--- src/verilog/tof_seq_pkg.sv ---
// Purpose: Shared constants for the time-of-flight modulation sequencer
// Assumes: Registers are written through a simple synchronous write/read port
// Notes:   Divider encodings 0,1,3,7,15 are the documented settings
package tof_seq_pkg;
   // ----------------------------------------
   // Register offsets and reset values
   // ----------------------------------------
   localparam logic [7:0] MOD_CLOCK_DIVIDER_ADDR = 8'h85;
   localparam logic [7:0] SAMPLE_READOUT_COUNT_ADDR = 8'h92;
   localparam logic [7:0] SHUTTER_COMMAND_ADDR = 8'h93;
   localparam logic [7:0] SEQ_STATUS_ADDR = 8'h94;
   localparam logic [7:0] INT_TIME_LO_ADDR = 8'ha2;
   localparam logic [7:0] INT_TIME_HI_ADDR = 8'ha3;
   localparam logic [7:0] MOD_CLOCK_DIVIDER_RST = 8'h01;
   localparam logic [7:0] SAMPLE_READOUT_COUNT_RST = 8'h03;
   // Readout count field: 00 one sample, 01 two, 11 four
   localparam int COUNT_FIELD_LSB = 0;
   localparam logic [1:0] COUNT_ONE = 2'h0;
   localparam logic [1:0] COUNT_TWO = 2'h1;
   localparam logic [1:0] COUNT_FOUR = 2'h3;
   localparam int SHUTTER_BIT = 0;
   // ----------------------------------------
   // Timing
   // ----------------------------------------
   localparam int CLK_MHZ = 125;
   // Base integration tick 10.4 ns at divider 0; default 47.6 us -> 4576 base ticks, stored as 2288 steps x2
   localparam int INT_TIME_NS_X10 = 476000;
   localparam int INT_UNIT_NS_X10 = 104;
   localparam logic [15:0] INT_TIME_RST = 16'(INT_TIME_NS_X10 / INT_UNIT_NS_X10 / 2);
   localparam int GAP_NS = 80;
   localparam int GAP_CYCLES = (GAP_NS * CLK_MHZ + 999) / 1000;
   // Modulation period in modulator ticks: 4 ticks per illumination cycle
   localparam int TICKS_PER_PERIOD = 4;
endpackage

--- src/verilog/tof_phase_gen.sv ---
// Purpose: Quarter-phase square wave generator for drive and gates
// Assumes: tick_i pulses once per modulator clock period
// Notes:   Four ticks make one illumination period
`timescale 1ns/1ps
module tof_phase_gen (
   input wire logic clk_i,
   input wire logic sys_rst_i,
   input wire logic run_i,
   input wire logic tick_i,
   input wire logic [1:0] sample_i,
   output logic illum_o,
   output logic gate_a_o,
   output logic gate_b_o
);
   logic [1:0] quarter_q;
   logic [1:0] quarter_d;
   logic ref_wave;
   logic led_wave;
   logic [1:0] led_q;
   logic swap;

   // ----------------------------------------
   // Quarter counter
   // ----------------------------------------
   assign quarter_d = run_i ? (tick_i ? quarter_q + 2'h1 : quarter_q) : 2'h0;

   always_ff @(posedge clk_i or posedge sys_rst_i) begin
      if (sys_rst_i) begin
         quarter_q <= 2'h0;
      end else begin
         quarter_q <= quarter_d;
      end
   end

   // Both waves are high half the period, so duty is exactly even
   assign ref_wave = ~quarter_q[1];
   // Sample 1 and 3 delay the drive by one quarter; 2 and 3 swap gates
   assign led_q = quarter_q - {1'b0, sample_i[0]};
   assign led_wave = ~led_q[1];
   assign swap = sample_i[1];

   // Drive and both gates come from one counter
   always_ff @(posedge clk_i or posedge sys_rst_i) begin
      if (sys_rst_i) begin
         illum_o <= 1'b0;
         gate_a_o <= 1'b0;
         gate_b_o <= 1'b0;
      end else begin
         illum_o <= run_i & led_wave;
         gate_a_o <= run_i & (swap ? ~ref_wave : ref_wave);
         gate_b_o <= run_i & (swap ? ref_wave : ~ref_wave);
      end
   end

endmodule // tof_phase_gen

--- src/verilog/tof_modulation_distance_sequencer.sv ---
// Purpose: Shutter-triggered sequencer of correlation sample acquisitions
// Assumes: Register port is a synchronous single-cycle write/read
// Notes:   Host-side distance math is outside this block
//
// Functional notes
// - Illumination drive is a 50 percent square wave.
// - Reset defaults: divider 1, 12 MHz drive, four samples, 47.6 us.
// - One modulator makes drive and all gates together.
// - End of the whole sequence, after the last sample's gap, is marked by a falling frame sync.
// - Pin or register shutter starts the programmed sample count.
// - Drive phase per sample 0, 90, 180, 270 versus gate A.
// - Samples 2 and 3 swap gates A and B.
// - Count field 01 gives exactly two samples per shutter.
// - Divider sets modulator clock 96 MHz over (divider+1).
// - Integration time base scales with divider plus one.
`timescale 1ns/1ps
module tof_modulation_distance_sequencer #(
   parameter int INT_W = 16
) (
   input wire logic clk_i,
   input wire logic sys_rst_i,
   input wire logic mod_tick_i,
   input wire logic shutter_i,
   input wire logic reg_wr_i,
   input wire logic reg_rd_i,
   input wire logic [7:0] reg_addr_i,
   input wire logic [7:0] reg_wdata_i,
   output logic [7:0] reg_rdata_o,
   output logic illum_o,
   output logic gate_a_o,
   output logic gate_b_o,
   output logic frame_sync_o,
   output logic busy_o
);
   initial begin
      if (INT_W < 16 || INT_W > 24) $error("INT_W out of range");
   end

   typedef enum logic [1:0] {IDLE, INTEG, GAP} seq_e;

   seq_e state_q, state_d;
   logic [7:0] divider_q;
   logic [7:0] count_reg_q;
   logic [15:0] int_time_q;
   logic [7:0] div_cnt_q;
   logic [1:0] sample_q;
   logic [1:0] last_sample;
   logic [INT_W-1:0] int_cnt_q;
   logic [7:0] gap_cnt_q;
   logic int_last;
   logic mod_en;
   logic base_tick;
   logic start;
   logic sw_shutter;
   logic run;

   // ----------------------------------------
   // Register decode
   // ----------------------------------------
   function automatic logic hit(input logic [7:0] a, input logic [7:0] b);
      return a == b;
   endfunction

   assign sw_shutter = reg_wr_i & hit(reg_addr_i, tof_seq_pkg::SHUTTER_COMMAND_ADDR)
                       & reg_wdata_i[tof_seq_pkg::SHUTTER_BIT];
   // Either trigger source starts a sequence when idle
   assign start = (state_q == IDLE) & (shutter_i | sw_shutter);

   // Writes during acquisition still land; host keeps them out of frames
   always_ff @(posedge clk_i or posedge sys_rst_i) begin
      if (sys_rst_i) begin
         divider_q <= tof_seq_pkg::MOD_CLOCK_DIVIDER_RST;
         count_reg_q <= tof_seq_pkg::SAMPLE_READOUT_COUNT_RST;
         int_time_q <= tof_seq_pkg::INT_TIME_RST;
      end else if (reg_wr_i) begin
         if (hit(reg_addr_i, tof_seq_pkg::MOD_CLOCK_DIVIDER_ADDR)) divider_q <= reg_wdata_i;
         if (hit(reg_addr_i, tof_seq_pkg::SAMPLE_READOUT_COUNT_ADDR)) count_reg_q <= reg_wdata_i;
         if (hit(reg_addr_i, tof_seq_pkg::INT_TIME_LO_ADDR)) int_time_q[7:0] <= reg_wdata_i;
         if (hit(reg_addr_i, tof_seq_pkg::INT_TIME_HI_ADDR)) int_time_q[15:8] <= reg_wdata_i;
      end
   end

   // Read mux, unmapped offsets read zero
   always_ff @(posedge clk_i or posedge sys_rst_i) begin
      if (sys_rst_i) begin
         reg_rdata_o <= 8'h00;
      end else if (reg_rd_i) begin
         unique case (reg_addr_i)
            tof_seq_pkg::MOD_CLOCK_DIVIDER_ADDR: reg_rdata_o <= divider_q;
            tof_seq_pkg::SAMPLE_READOUT_COUNT_ADDR: reg_rdata_o <= count_reg_q;
            tof_seq_pkg::SEQ_STATUS_ADDR: reg_rdata_o <= {4'h0, sample_q, 1'b0, busy_o};
            tof_seq_pkg::INT_TIME_LO_ADDR: reg_rdata_o <= int_time_q[7:0];
            tof_seq_pkg::INT_TIME_HI_ADDR: reg_rdata_o <= int_time_q[15:8];
            default: reg_rdata_o <= 8'h00;
         endcase
      end
   end

   // ----------------------------------------
   // Modulator clock divider
   // ----------------------------------------
   // mod_tick_i runs at 96 MHz equivalent; divider+1 ticks make one step
   assign mod_en = mod_tick_i & (div_cnt_q == divider_q);

   always_ff @(posedge clk_i or posedge sys_rst_i) begin
      if (sys_rst_i) begin
         div_cnt_q <= 8'h00;
      end else if (!run) begin
         // Restart each integration on a step boundary, so every sample sees whole modulator steps
         div_cnt_q <= 8'h00;
      end else if (mod_tick_i) begin
         div_cnt_q <= (div_cnt_q == divider_q) ? 8'h00 : div_cnt_q + 8'h01;
      end
   end

   // Integration base advances per modulator step, so it stretches with the divider
   // Only steps inside integration count towards its length
   assign base_tick = mod_en & run;
   // Last step of integration; a zero setting still gives one step rather than a wrap
   assign int_last = (int_cnt_q + INT_W'(1)) >= INT_W'(int_time_q);

   // ----------------------------------------
   // Sequence control
   // ----------------------------------------
   // Last sample index: 0, 1 or 3 from the count field
   assign last_sample = (count_reg_q[1:0] == tof_seq_pkg::COUNT_TWO) ? 2'h1 :
                        (count_reg_q[1:0] == tof_seq_pkg::COUNT_ONE) ? 2'h0 : 2'h3;

   always_comb begin
      state_d = state_q;
      unique case (state_q)
         IDLE: if (start) state_d = INTEG;
         INTEG: if (base_tick && int_last) state_d = GAP;
         GAP: begin
            if (gap_cnt_q == 8'(tof_seq_pkg::GAP_CYCLES)) begin
               state_d = (sample_q == last_sample) ? IDLE : INTEG;
            end
         end
      endcase
   end

   always_ff @(posedge clk_i or posedge sys_rst_i) begin
      if (sys_rst_i) begin
         state_q <= IDLE;
         sample_q <= 2'h0;
         int_cnt_q <= '0;
         gap_cnt_q <= 8'h00;
      end else begin
         state_q <= state_d;
         if (start) sample_q <= 2'h0;
         else if (state_q == GAP && state_d == INTEG) sample_q <= sample_q + 2'h1;
         int_cnt_q <= (state_q != INTEG) ? '0 : (base_tick ? int_cnt_q + INT_W'(1) : int_cnt_q);
         gap_cnt_q <= (state_q != GAP) ? 8'h00 : gap_cnt_q + 8'h01;
      end
   end

   assign busy_o = state_q != IDLE;
   assign run = state_q == INTEG;

   // Frame sync high during the sequence; its fall marks the end of the last sample's gap
   always_ff @(posedge clk_i or posedge sys_rst_i) begin
      if (sys_rst_i) begin
         frame_sync_o <= 1'b0;
      end else begin
         frame_sync_o <= (state_d != IDLE);
      end
   end

   // ----------------------------------------
   // Waveform generator
   // ----------------------------------------
   tof_phase_gen u_phase (
      .clk_i(clk_i),
      .sys_rst_i(sys_rst_i),
      .run_i(run),
      .tick_i(mod_en),
      .sample_i(sample_q),
      .illum_o(illum_o),
      .gate_a_o(gate_a_o),
      .gate_b_o(gate_b_o)
   );
endmodule // tof_modulation_distance_sequencer

--- config.mk ---
export PLATFORM = sky130hd
export DESIGN_NAME = tof_modulation_distance_sequencer
export DESIGN_NICKNAME = d
export VERILOG_FILES = /design/src/verilog/tof_seq_pkg.sv /design/src/verilog/tof_phase_gen.sv /design/src/verilog/tof_modulation_distance_sequencer.sv
export SDC_FILE = /design/constraint.sdc
export NUM_CORES = 1
export LEC_CHECK = 0
export ABC_CLOCK_PERIOD_IN_PS = 3500
export BUFFER_PORTS_ARGS = -buffer_cell sky130_fd_sc_hd__buf_4
export CORE_ASPECT_RATIO = 1.4
export CORE_MARGIN = 4
export CORE_UTILIZATION = 30
export CTS_CLUSTER_DIAMETER = 100
export DETAILED_ROUTE_END_ITERATION = 16
export PLACE_DENSITY = 0.55
export SLEW_MARGIN = 20
export SYNTH_ARGS = -nofsm -noshare
export SYNTH_HDL_FRONTEND = slang
export SYNTH_SLANG_ARGS = --single-unit
--- constraint.sdc ---
create_clock -name clk_i -period 3.5 [get_ports clk_i]
set_input_delay 0.7 -clock clk_i [delete_from_list [all_inputs] [get_ports clk_i]]
set_output_delay 0.7 -clock clk_i [all_outputs]
set_load 0.01 [all_outputs]
-- Word-level counts from Yosys, hierarchy flattened
Cells that the tools add are included.
- bitwise operators: 11
- $add $sub $neg: 6
- reductions and logical operators: 12
- order comparisons: 1
- multiplexer cells: 20
- eq/ne operators: 17
- operators by type and width (cell ; number):
    $eq A8 B8 Y1 const B ; 6
    $pmux W8 S5 ; 1
    $mux W16 ; 2
    $mux W8 ; 4
    $mux W2 ; 9
    $add A16 B1 Y16 const B ; 1
    $add A8 B1 Y8 const B ; 2
    $ge A16 B16 Y1 ; 1
    $and A1 B1 Y1 ; 8
    $eq A8 B4 Y1 const B ; 1
    $eq A8 B8 Y1 ; 1
    $reduce_and A2 Y1 ; 4
    $reduce_bool A2 Y1 ; 4
    $eq A2 B1 Y1 const B ; 3
    $ne A2 B2 Y1 const B ; 3
    $pmux W2 S3 ; 1
    $add A2 B1 Y2 const B ; 2
    $logic_not A2 Y1 ; 2
    $mux W1 ; 3
    $eq A2 B2 Y1 ; 1
    $eq A2 B2 Y1 const B ; 1
    $logic_and A1 B1 Y1 ; 2
    $ne A2 B1 Y1 const B ; 1
    $not A1 Y1 ; 2
    other kinds (2) ; 2
- flip-flop bits (word level): 82
- bits of input ports: 22

-- Logic depth before layout (Yosys ltp)
Gate-level depths: netlist (run 1).
- depth after elaboration: 11
- gate-level depth with buffers: 15
- mapped depth without buffers: 15

-- Modules after synthesis
Synthesis (run 1) repeated with hierarchy kept, for this count alone.
- cells, all modules: 437
- area total of the unflattened synthesis: 4539.4 µm²
- by module, submodules not included (module ; area an instance (µm²) ; instances ; cells an instance ; seq. area each (µm²)):
    tof_modulation_distance_sequencer ; 4326.6 ; 1 ; 420 ; 1936.9
    tof_phase_gen ; 212.7 ; 1 ; 17 ; 125.1

-- Worst setup path after synthesis (run 1)
Ideal clock, no wire load.
- path kind: register to register
- from: register int_cnt_q[0]
- to: register sample_q[1]
- data required time: 3.423 ns
- path buffers: 0
- arrival time: 3.459 ns
- setup slack: -0.036 ns
- cell stages (with the launch flop): 16
- path through: dfrtp_1 ha_1 nand3_1 nor3_1 and3_1 and3_1 nand3_1 xnor2_1 ha_1 o21ai_0 nor2_1 a211oi_1 o211ai_1 a41o_1 or4_1 a21oi_1
- cells in the longest elaborated chain, start to end: 8
- RTL lines (what ; RTL line ; RTL):
    start: declaration ; tof_modulation_distance_sequencer.sv:48 ; logic [INT_W-1:0] int_cnt_q;
    start signal: assignment ; tof_modulation_distance_sequencer.sv:152 ; int_cnt_q <= (state_q != INTEG) ? '0 : (base_tick ? int_cnt_q + INT_W'(1) : int_cnt_q);
    $add A16 B1 Y16 ; tof_modulation_distance_sequencer.sv:120 ; assign int_last = (int_cnt_q + INT_W'(1)) >= INT_W'(int_time_q);
    $ge A16 B16 Y1 ; tof_modulation_distance_sequencer.sv:120 ;
    $logic_and A1 B1 Y1 ; tof_modulation_distance_sequencer.sv:133 ; INTEG: if (base_tick && int_last) state_d = GAP;
    $mux W2 ; tof_modulation_distance_sequencer.sv:133 ;
    $pmux W2 S3 ; tof_modulation_distance_sequencer.sv:131 ; unique case (state_q)
    named net state_d[1] ; tof_modulation_distance_sequencer.sv:41 ; seq_e state_q, state_d;
    $eq A2 B1 Y1 ; tof_modulation_distance_sequencer.sv:151 ; else if (state_q == GAP && state_d == INTEG) sample_q <= sample_q + 2'h1;
    $logic_and A1 B1 Y1 ; tof_modulation_distance_sequencer.sv:151 ;
    $reduce_bool A2 Y1 (no line) ; n/a ;
    end signal: assignment ; tof_modulation_distance_sequencer.sv:151 ;
    end: declaration ; tof_modulation_distance_sequencer.sv:46 ; logic [1:0] sample_q;
The timed path passes the listed nets, and every way through them passes these cells.
A chain may end at the register's enable or synchronous reset.

-- Worst setup path in the final report (run 1)
- from: register int_cnt_q[0]
- to: register sample_q[1]
- cells in the longest elaborated chain, start to end: 8
- RTL lines (what ; RTL line):
    $add A16 B1 Y16 ; tof_modulation_distance_sequencer.sv:120
    $ge A16 B16 Y1 ; tof_modulation_distance_sequencer.sv:120
    $logic_and A1 B1 Y1 ; tof_modulation_distance_sequencer.sv:133
    $mux W2 ; tof_modulation_distance_sequencer.sv:133
    $pmux W2 S3 ; tof_modulation_distance_sequencer.sv:131
    $eq A2 B1 Y1 ; tof_modulation_distance_sequencer.sv:151
    $logic_and A1 B1 Y1 ; tof_modulation_distance_sequencer.sv:151
    $reduce_bool A2 Y1 (no line) ; n/a
No other way between the ends.

==> run_results.csv, run 1 <==
group,metric,value,unit
synth,synth_ff_type,"dfrtp_1",
power,p_leak,0.00260,uW
clock_tree,cts_num_sinks,82,
timing,finalHoldViolations,0,
synth,yosysSeqAreaShare,46.3,%
timing,rsz0062_at_grt,"true",
final_layout,final_common_cell,"dfrtp_1",
synth,ys_warn_count,0,
worst_setup_path,path_buf_inv,0,
global_route,grt_pass1_wl,17700,um
worst_setup_path,cp_common_cell,"ha_2",
worst_setup_path,critPathMaxStageDelay,490,ps
power,peakVddDrop,0.223,mV
timing,worst_slew_pin_slew,681,ps
worst_setup_path,critPathKind,"reg -> reg",
die,start_util,30.7,%
synth,syn_nets,479,
worst_setup_path,worst-r2r-cell-count,15,
timing,slew_violations,0,
worst_setup_path,cpMaxStageDelayCell,"or4_4",
worst_setup_path,crit_family,"simple AND/OR/NAND/NOR gates",
synth,ys_types,52,
worst_setup_path,critPathLaunch,"int_cnt_q[0]$_DFFE_PP0P_",
drt,drt_iter0_markers,154,
drt,wire_per_inst,15.4,um
synth,synth_area_leaders,"dfrtp_1 (42%), mux2_2 (8.1%), xor2_1 (7.7%), ha_1 (6.5%), dfstp_2 (4.7%)",
clock_tree,clkTransAtPathRegs,60,ps
synth,synth-seq-cells,82,
synth,async_reset_ff_share,100,%
worst_setup_path,arrival,3660,ps
worst_setup_path,start_kind,"register",
min_path,min_path_type,"in -> async",
synth,synth_top_area_share,41.6,%
worst_setup_path,cp-end-kind,"register",
final_layout,nNetsFinal,544,
synth,netlist_area,4450,um^2
power,power,2870,uW
synth,synth_largest_area_cell,"dfrtp_1",
timing,setup_viol,0,
die,fp.coreArea,14500,um^2
final_layout,layout-drive-gt1-share,29.6,%
die,die-area,16900,um^2
final_layout,fillers,1419,
clock_tree,cts-buffers-inserted,9,
clock_tree,clock_path_buffers,2,
drt,remaining_drc_errors,0,
run_status,status,"complete, no violations",
timing,max-slew-margin-rel,54.6,%
clock_tree,root_buffer,"clkbuf_16",
die,fp.dieW,111,um
die,num_rows,52,
clock_tree,insertion_delay,330,ps
final_layout,postLayoutCoreUtil,38.7,%
final_layout,layout_common_cells,"dfrtp_1 (74), buf_4 (63), nor2_1 (45), xor2_1 (38), nand2_1 (37)",
placement,gp_congestion,0.859,
global_route,antenna_found_initial,0,
clock_tree,htree_levels,3,
worst_setup_path,worstPathCellList,"ha_2, nand3_2, nor3_2, and3_1, and3_4, nand3_4, xnor2_2, ha_2, o21ai_2, nor2_1, a211oi_2, o211ai_1, a21o_1, or4_4, a21oi_2",
job,timing.max_cap.violations,0,
final_layout,multiInputGateArea,2380,um^2
drt,drtAntennaViolNets,0,
global_route,grt_use_total,12.7,%
placement,port_buffers,34,
drt,firstDrtPassIters,4,
drt,via_per_inst,4.87,
timing,timing.final.crit_period,3400,ps
final_layout,area_growth,25.9,%
final_layout,seqCellArea,2060,um^2
global_route,grt_max_degree,40,
final_layout,diodes,0,
timing,fmax,294,MHz
synth,avgSynthCellArea,10.3,um^2
synth,netlist_instances,434,
global_route,gr-total-overflow,0,
drt,vias,3376,
worst_setup_path,reg2reg_slack,100,ps
die,io_pins,35,
clock_tree,cts_tree,"done",
worst_setup_path,crit_fanout,4,
timing,finClkSkew,4.48,ps
power,powerDensity,511,nW/um^2
die,die_h,152,um
worst_setup_path,required,3760,ps
drt,finalWirelength,10700,um
global_route,grt_pass1_vias,3560,
worst_setup_path,r2r_end,"sample_q[1]$_DFFE_PP0P_",
synth,synth-edff-count,0,
timing,fin_crit_sh,97.1,%
placement,dp_hpwl,8050,um
worst_setup_path,reg2reg_from,"int_cnt_q[0]$_DFFE_PP0P_",
-- cell usage after synthesis (all sizes together) (7+ instances only) --
| master | count |
|---|---|
| xor2 | 39 |
| a21oi | 13 |
| ha | 23 |
| dfstp | 8 |
| nand3 | 16 |
| mux2 | 32 |
| nor2 | 45 |
| nor3 | 10 |
| clkbuf | 9 |
| and3 | 7 |
| inv | 29 |
| o21ai | 13 |
| xnor2 | 13 |
| dfrtp | 74 |
| nand2 | 39 |
-- report_power, final --
| part | leakage, uW | internal [uW] | switching (uW) |
|---|---|---|---|
| Clock | 0.000166 | 697 | 380 |
| Combinational | 0.00134 | 289 | 413 |
| Sequential | 0.00110 | 1020 | 64.0 |
| Total | 0.00260 | 2010 | 857 |
-- worst register-to-register path, cell delays in order (launching register included) --
cell,delay [ps]
dfrtp_1,410
ha_2,210
nand3_2,80
nor3_2,220
and3_1,210
and3_4,210
nand3_4,80
xnor2_2,180
ha_2,300
o21ai_2,130
nor2_1,60
a211oi_2,180
o211ai_1,190
a21o_1,250
or4_4,490
a21oi_2,130
-- flip-flops by register name (all words and copies together) (netlist names) --
name	flops
div_cnt_q	8
sample_q	2
state_q	2
u_phase.quarter_q	2
u_phase.gate_b_o	1
divider_q	8
reg_rdata_o	8
int_cnt_q	16
int_time_q	16
gap_cnt_q	8
u_phase.illum_o	1
count_reg_q	8
u_phase.gate_a_o	1
frame_sync_o	1
-- worst max path at each step --
| stage | endpoint | slack (ps) | cells after the start |
|---|---|---|---|
| after global placement | sample_q[1]$_DFFE_PP0P_ | 110 | 14 |
| after detailed placement | sample_q[1]$_DFFE_PP0P_ | 4 | 13 |
| after CTS | sample_q[1]$_DFFE_PP0P_ | 30 | 13 |
| after floorplan | sample_q[1]$_DFFE_PP0P_ | 30 | 15 |
| final | sample_q[1]$_DFFE_PP0P_ | 100 | 15 |
| after global routing | sample_q[0]$_DFFE_PP0P_ | -110 | 15 |
-- area by class of cell --
cell class,count,share of cell area (%)
multi-input cells,312,42.4
flip-flops and latches,82,36.8
repair buffers,63,8.43
well taps,189,4.22
clock buffers,9,4.02
inverters,31,2.10
clock inverters,7,2.07
-- what timing repair did --
action                     CTS  global route
resized for setup            0            26
buffers inserted             0             7
pin swaps                    3            19
setup endpoints to repair    1             3
hold buffers                 0             0
-- through the flow --
stage	hold slack [ps]	setup TNS, ps	area (um^2)	instances	setup WS (ps)
floorplan	446	0	4470	434	28.6
global route	497	-291	5610	693	-109
CTS	468	0	5430	686	28.4
global placement	468	0	5090	670	114
finish	438	0	5610	693	101
detailed placement	480	0	5090	670	4.25
-- logic make-up (layout without fill, tap and decap cells) --
| group | after synthesis | count (layout) | share of synthesized area, % |
|---|---|---|---|
| compound gates | 59 | 59 | 8.96 |
| xor+xnor | 52 | 52 | 10.2 |
| fa+ha+maj | 23 | 23 | 6.46 |
| buf+inv | 40 | 110 | 3.37 |
| flops | 82 | 82 | 46.3 |
| mux | 37 | 37 | 9.21 |
| simple gates | 141 | 141 | 15.5 |
-- layer usage --
metal,track usage [%],vias up,wire length (um)
li1,-,1636,-
met2,23.6,46,5810
met3,1.47,21,207
met4,6.98,0,404
met5,0,-,0
met1,14.0,1673,4260
Power figures use the tool's default switching activity.
==> run 2: changes to the inputs <==
Settings changed: ABC_CLOCK_PERIOD_IN_PS 3500 to 4200, PLACE_DENSITY 0.55 to 0.54.
Clock period 3.5 ns to 4.2 ns, I/O delays scaled along.
==> run_results.csv, run 2 (synthesis gave the netlist of run 1 again) <==
group,metric,value,unit
final_layout,final_common_cell,"dfrtp_1",
placement,pre_cts_slack,242,ps
die,fp.dieW,111,um
final_layout,diodes,0,
drt,wire_per_inst,15.4,um
timing,whs,484,ps
clock_tree,insertion_delay,340,ps
final_layout,layout-drive-gt1-share,20.9,%
power,p_clk_share,37.5,%
global_route,use_met1,13.1,%
final_layout,layout_common_cells,"dfrtp_1 (74), nor2_1 (45), xor2_1 (39), nand2_1 (38), buf_4 (37)",
die,fp.coreArea,14500,um^2
global_route,gr-usage-met3,2.86,%
power,power.switching,687,uW
final_layout,largestRegisters,"int_cnt_q x16, int_time_q x16",
global_route,met2_usage,24.5,%
final_layout,nNetsFinal,518,
placement,gp_congestion,0.815,
run_status,status,"complete, no violations",
clock_tree,cts-buffers-inserted,9,
placement,placedCellCount,651,
timing,tns,0,ps
clock_tree,clock_path_buffers,2,
power,cellInternalPower,1570,uW
die,die_h,152,um
timing,finalHoldViolations,0,
clock_tree,cts_tree,"done",
global_route,grt_max_degree,49,
clock_tree,root_buffer,"clkbuf_16",
power,combPwrFrac,22.2,%
global_route,grt_pass1_wl,17100,um
timing,fmax,257,MHz
clock_tree,cts_num_sinks,82,
job,timing.max_cap.violations,0,
power,switching_share,30.5,%
final_layout,area_growth,18.4,%
worst_setup_path,start_kind,"register",
timing,timing.final.crit_period,3890,ps
drt,remaining_drc_errors,0,
timing,worst_slew_pin_slew,943,ps
power,p_leak,0.00244,uW
drt,finalWirelength,10300,um
drt,drt_iter0_markers,132,
die,die-area,16900,um^2
timing,fin_crit_sh,92.6,%
power,powerDensity,428,nW/um^2
die,start_util,30.7,%
drt,firstDrtPassIters,4,
placement,dp_hpwl,7880,um
min_path,min_path_type,"reg -> reg",
clock_tree,clkTransAtPathRegs,70,ps
die,io_pins,35,
clock_tree,htree_levels,3,
timing,setup_viol,0,
timing,max-slew-margin-rel,36.3,%
worst_setup_path,required,4450,ps
worst_setup_path,crit_fanout,6,
final_layout,fin_area,5270,um^2
worst_setup_path,critPathKind,"reg -> reg",
global_route,grt_use_total,12.6,%
die,num_rows,52,
timing,slew_violations,0,
power,peakVddDrop,0.203,mV
final_layout,fin_cells,667,
placement,dpl_cell_area,4940,um^2
drt,via_per_inst,4.88,
worst_setup_path,arrival,4140,ps
global_route,antenna_found_initial,0,
global_route,grt_pass1_vias,3424,
timing,finClkSkew,10.9,ps
placement,port_buffers,34,
power,p_seq_share,40.2,%
timing,worst_slack,313,ps
worst_setup_path,cp-end-kind,"register",
global_route,gr-total-overflow,0,
timing,rsz0062_at_grt,"false",
drt,vias,3254,
drt,drtAntennaViolNets,0,
global_route,busiest_layer,"met2",
==> run 2: changes by cell type in the layout (fill, tap and decap cells not counted), sizes merged <==
cell      delta
clkinv       -2
clkinvlp     +2
buf         -26
clkbuf       +1
bufinv       -1
==> run 2: power groups by stage <==
stage | Combinational, uW | Sequential, uW | Clock [uW]
2_1_floorplan | 340 | 913 | 0
3_3_place_gp | 500 | 918 | 0
3_5_place_dp | 512 | 921 | 0
4_1_cts | 514 | 906 | 869
5_1_grt | 561 | 915 | 900
6_report | 501 | 907 | 846
==> run 2: layout make-up <==
| cell class | instances | area, um^2 |
|---|---|---|
| Fill cell | 1445 | 9240 |
| Multi-Input combinational cell | 312 | 2260 |
| Sequential cell | 82 | 2060 |
| Timing Repair Buffer | 37 | 278 |
| Tap cell | 189 | 236 |
| Clock buffer | 10 | 229 |
| Inverter | 31 | 118 |
| Clock inverter | 6 | 91.3 |
==> run 2: path summary, 6_finish.rpt <==
| kind | slack, ps | cells past startpoint | endpoint | start |
|---|---|---|---|---|
| setup / recovery | 310 | 14 | sample_q[1]$_DFFE_PP0P_ | int_cnt_q[2]$_DFFE_PP0P_ |
| hold / removal | 480 | 1 | gap_cnt_q[0]$_DFF_PP0_ | gap_cnt_q[0]$_DFF_PP0_ |
| setup reg to reg | 310 | 14 | sample_q[1]$_DFFE_PP0P_ | int_cnt_q[2]$_DFFE_PP0P_ |
| hold reg to reg | 480 | 1 | gap_cnt_q[0]$_DFF_PP0_ | gap_cnt_q[0]$_DFF_PP0_ |
| max in group asynchronous | 2550 | 3 | int_time_q[11]$_DFFE_PP1P_ | sys_rst_i |
| min in group asynchronous | 660 | 2 | u_phase.gate_b_o$_DFF_PP0_ | sys_rst_i |
==> run 2: routing by layer <==
layer	routed length [um]	share of wire (%)	vias up
met5	0	0	-
met4	202	2.0	0
met3	294	2.9	9
met2	5650	55	50
met1	4110	40	1594
li1	-	-	1601
==> run 2: repair_timing <==
action	4_1_cts	5_1_grt
setup buffers	0	0
gates resized for setup	0	3
setup endpoints to repair	0	2
hold buffers	0	0
==> run 2: stage by stage <==
step | total power, uW | utilization [%]
after CTS | 2290 | 36.2
after global routing | 2380 | 36.3
after detailed placement | 1430 | 34.0
after floorplan | 1250 | -
final | 2250 | 36.3
after global placement | 1420 | 34.0
==> run 2: worst max-delay path, stage by stage, from the launching register on <==
cell      delay (ps)
dfrtp_1          420
nand3_1          210
nor4_1           430
and3_1           260
and3_1           250
nand3_1          110
xnor2_1          140
ha_1             290
nand4_1          120
nor3_1            80
a211oi_1         260
o211ai_1         200
a41o_1           340
or4_1            510
a21oi_1          170
==> run 3: changes to the inputs <==
Settings changed: CTS_BUF_LIST from default to sky130_fd_sc_hd__clkbuf_8.
==> run_results.csv, run 3 (synthesis gave the netlist of run 1 again) <==
group,metric,value,unit
final_layout,fillers,1460,
worst_setup_path,reg2reg_from,"int_cnt_q[0]$_DFFE_PP0P_",
worst_setup_path,required,4470,ps
power,powerDensity,395,nW/um^2
clock_tree,clkTransAtPathRegs,90,ps
drt,vias,3250,
timing,worst_slew_pin_slew,933,ps
min_path,min_from,"gap_cnt_q[0]$_DFF_PP0_",
final_layout,area_growth,16.0,%
drt,wl_met3,287,um
final_layout,largestRegisters,"int_cnt_q x16, int_time_q x16",
timing,finClkSkew,15.3,ps
power,power,2040,uW
clock_tree,clock_path_buffers,2,
final_layout,nNetsFinal,518,
power,switching_share,32.5,%
power,power.switching,664,uW
timing,setup_viol,0,
die,num_rows,52,
drt,remaining_drc_errors,0,
placement,gp_congestion,0.815,
worst_setup_path,cpMaxStageDelayCell,"or4_1",
worst_setup_path,r2r_end,"sample_q[1]$_DFFE_PP0P_",
placement,dp_hpwl,7880,um
global_route,grt_max_degree,49,
drt,via_per_inst,4.87,
worst_setup_path,critPathMaxStageDelay,510,ps
drt,drt_iter0_markers,151,
final_layout,diodes,0,
timing,max-slew-margin-rel,37.0,%
clock_tree,cts-buffers-inserted,9,
power,combPwrFrac,24.5,%
worst_setup_path,arrival,4150,ps
timing,fmax,258,MHz
drt,finalWirelength,10300,um
worst_setup_path,cp-end-kind,"register",
clock_tree,cts_hold_buf,0,
drt,drtAntennaViolNets,0,
timing,fin_crit_sh,92.4,%
final_layout,layout_common_cells,"dfrtp_1 (74), nor2_1 (45), xor2_1 (39), nand2_1 (38), buf_4 (37)",
timing,finalHoldViolations,0,
worst_setup_path,worst-r2r-cell-count,15,
placement,port_buffers,34,
drt,wire_per_inst,15.4,um
drt,routed.top_layer,"met4",
die,start_util,30.7,%
timing,timing.final.crit_period,3880,ps
timing,rsz0062_at_grt,"false",
die,die_h,152,um
power,peakVddDrop,0.179,mV
global_route,grt_pass1_wl,17100,um
worst_setup_path,crit_fanout,6,
die,io_pins,35,
power,cellInternalPower,1380,uW
drt,met1Wirelength,4080,um
clock_tree,cts_tree,"done",
placement,pre_cts_slack,242,ps
worst_setup_path,path_buf_inv,0,
final_layout,final_common_cell,"dfrtp_1",
power,p_seq_share,44.3,%
timing,tns,0,ps
placement,placedCellCount,651,
worst_setup_path,reg2reg_slack,320,ps
min_path,min_path_type,"reg -> reg",
drt,firstDrtPassIters,5,
final_layout,fin_area,5170,um^2
die,fp.dieW,111,um
global_route,grt_pass1_vias,3408,
placement,dpl_cell_area,4940,um^2
global_route,gr-total-overflow,0,
power,p_leak,0.00240,uW
worst_setup_path,start_kind,"register",
die,die-area,16900,um^2
global_route,antenna_found_initial,0,
drt,wl_met2,5760,um
clock_tree,insertion_delay,360,ps
min_path,min_to,"gap_cnt_q[0]$_DFF_PP0_",
die,fp.coreArea,14500,um^2
power,p_clk_share,31.2,%
clock_tree,cts_num_sinks,82,
worst_setup_path,crit_family,"simple AND/OR/NAND/NOR gates",
clock_tree,htree_levels,3,
timing,slew_violations,0,
worst_setup_path,critPathKind,"reg -> reg",
job,timing.max_cap.violations,0,
global_route,grt_use_total,12.6,%
final_layout,fin_cells,667,
worst_setup_path,worstPathCellList,"ha_1, nand3_1, nor3_4, and3_1, and3_1, nand3_1, xnor2_1, ha_1, o21ai_0, nor2_1, a211oi_1, o211ai_1, a41o_1, or4_1, a21oi_1",
clock_tree,root_buffer,"clkbuf_8",
final_layout,layout-drive-gt1-share,20.7,%
timing,worst_slack,321,ps
run_status,status,"complete, no violations",
min_path,whs_path_depth,1,
run 3: changes by cell type in the layout (fill, tap and decap cells not counted), sizes merged:
cell and delta:
clkbuf -1, inv +1
run 3: final cells by class:
cell class                      instances  area (um^2)  area share [%]
Tap cell                              189          236            4.58
Sequential cell                        82         2060            39.9
Multi-Input combinational cell        312         2250            43.6
Clock inverter                          7         95.1            1.84
Timing Repair Buffer                   37          278            5.38
Clock buffer                            9          124            2.40
Inverter                               31          118            2.28
run 3: worst max-delay path by stage:
| stage | startpoint | to | depth (start not counted) |
|---|---|---|---|
| final | int_cnt_q[0]$_DFFE_PP0P_ | sample_q[1]$_DFFE_PP0P_ | 15 |
| after global routing | int_cnt_q[0]$_DFFE_PP0P_ | sample_q[1]$_DFFE_PP0P_ | 15 |
| after CTS | int_cnt_q[0]$_DFFE_PP0P_ | sample_q[1]$_DFFE_PP0P_ | 15 |
| after detailed placement | int_cnt_q[0]$_DFFE_PP0P_ | sample_q[1]$_DFFE_PP0P_ | 15 |
| after global placement | int_cnt_q[0]$_DFFE_PP0P_ | sample_q[1]$_DFFE_PP0P_ | 15 |
| after floorplan | int_cnt_q[0]$_DFFE_PP0P_ | sample_q[1]$_DFFE_PP0P_ | 15 |
run 3: layer usage:
metal  up-vias  track usage [%]
li1       1593                -
met1      1603             13.0
met2        45             24.4
met3         9             2.38
met4         0             4.93
met5         -                0
run 3: worst reg2reg max path, cell delays in order, from the launching register on:
cell,delay [ps]
dfrtp_1,410
ha_1,220
nand3_1,220
nor3_4,280
and3_1,230
and3_1,240
nand3_1,110
xnor2_1,150
ha_1,290
o21ai_0,150
nor2_1,60
a211oi_1,230
o211ai_1,190
a41o_1,340
or4_1,510
a21oi_1,170
run 3: repair_timing:
action | in CTS | in global routing
gates resized for setup | 0 | 2
buffers inserted | 0 | 0
endpoints found under the setup margin | 0 | 2
run 3: power by group through the flow:
| stage | registers [uW] | clock network [uW] | logic (uW) |
|---|---|---|---|
| after CTS | 905 | 655 | 513 |
| after floorplan | 913 | 0 | 340 |
| final | 906 | 636 | 500 |
| after global routing | 914 | 684 | 560 |
| after detailed placement | 921 | 0 | 512 |
| after global placement | 918 | 0 | 500 |
run 3: stage by stage:
stage | util (%) | hold WS (ps)
global placement | 34.0 | 472
global route | 35.6 | 509
finish | 35.6 | 488
CTS | 35.5 | 492
detailed placement | 34.0 | 479
floorplan | - | 446
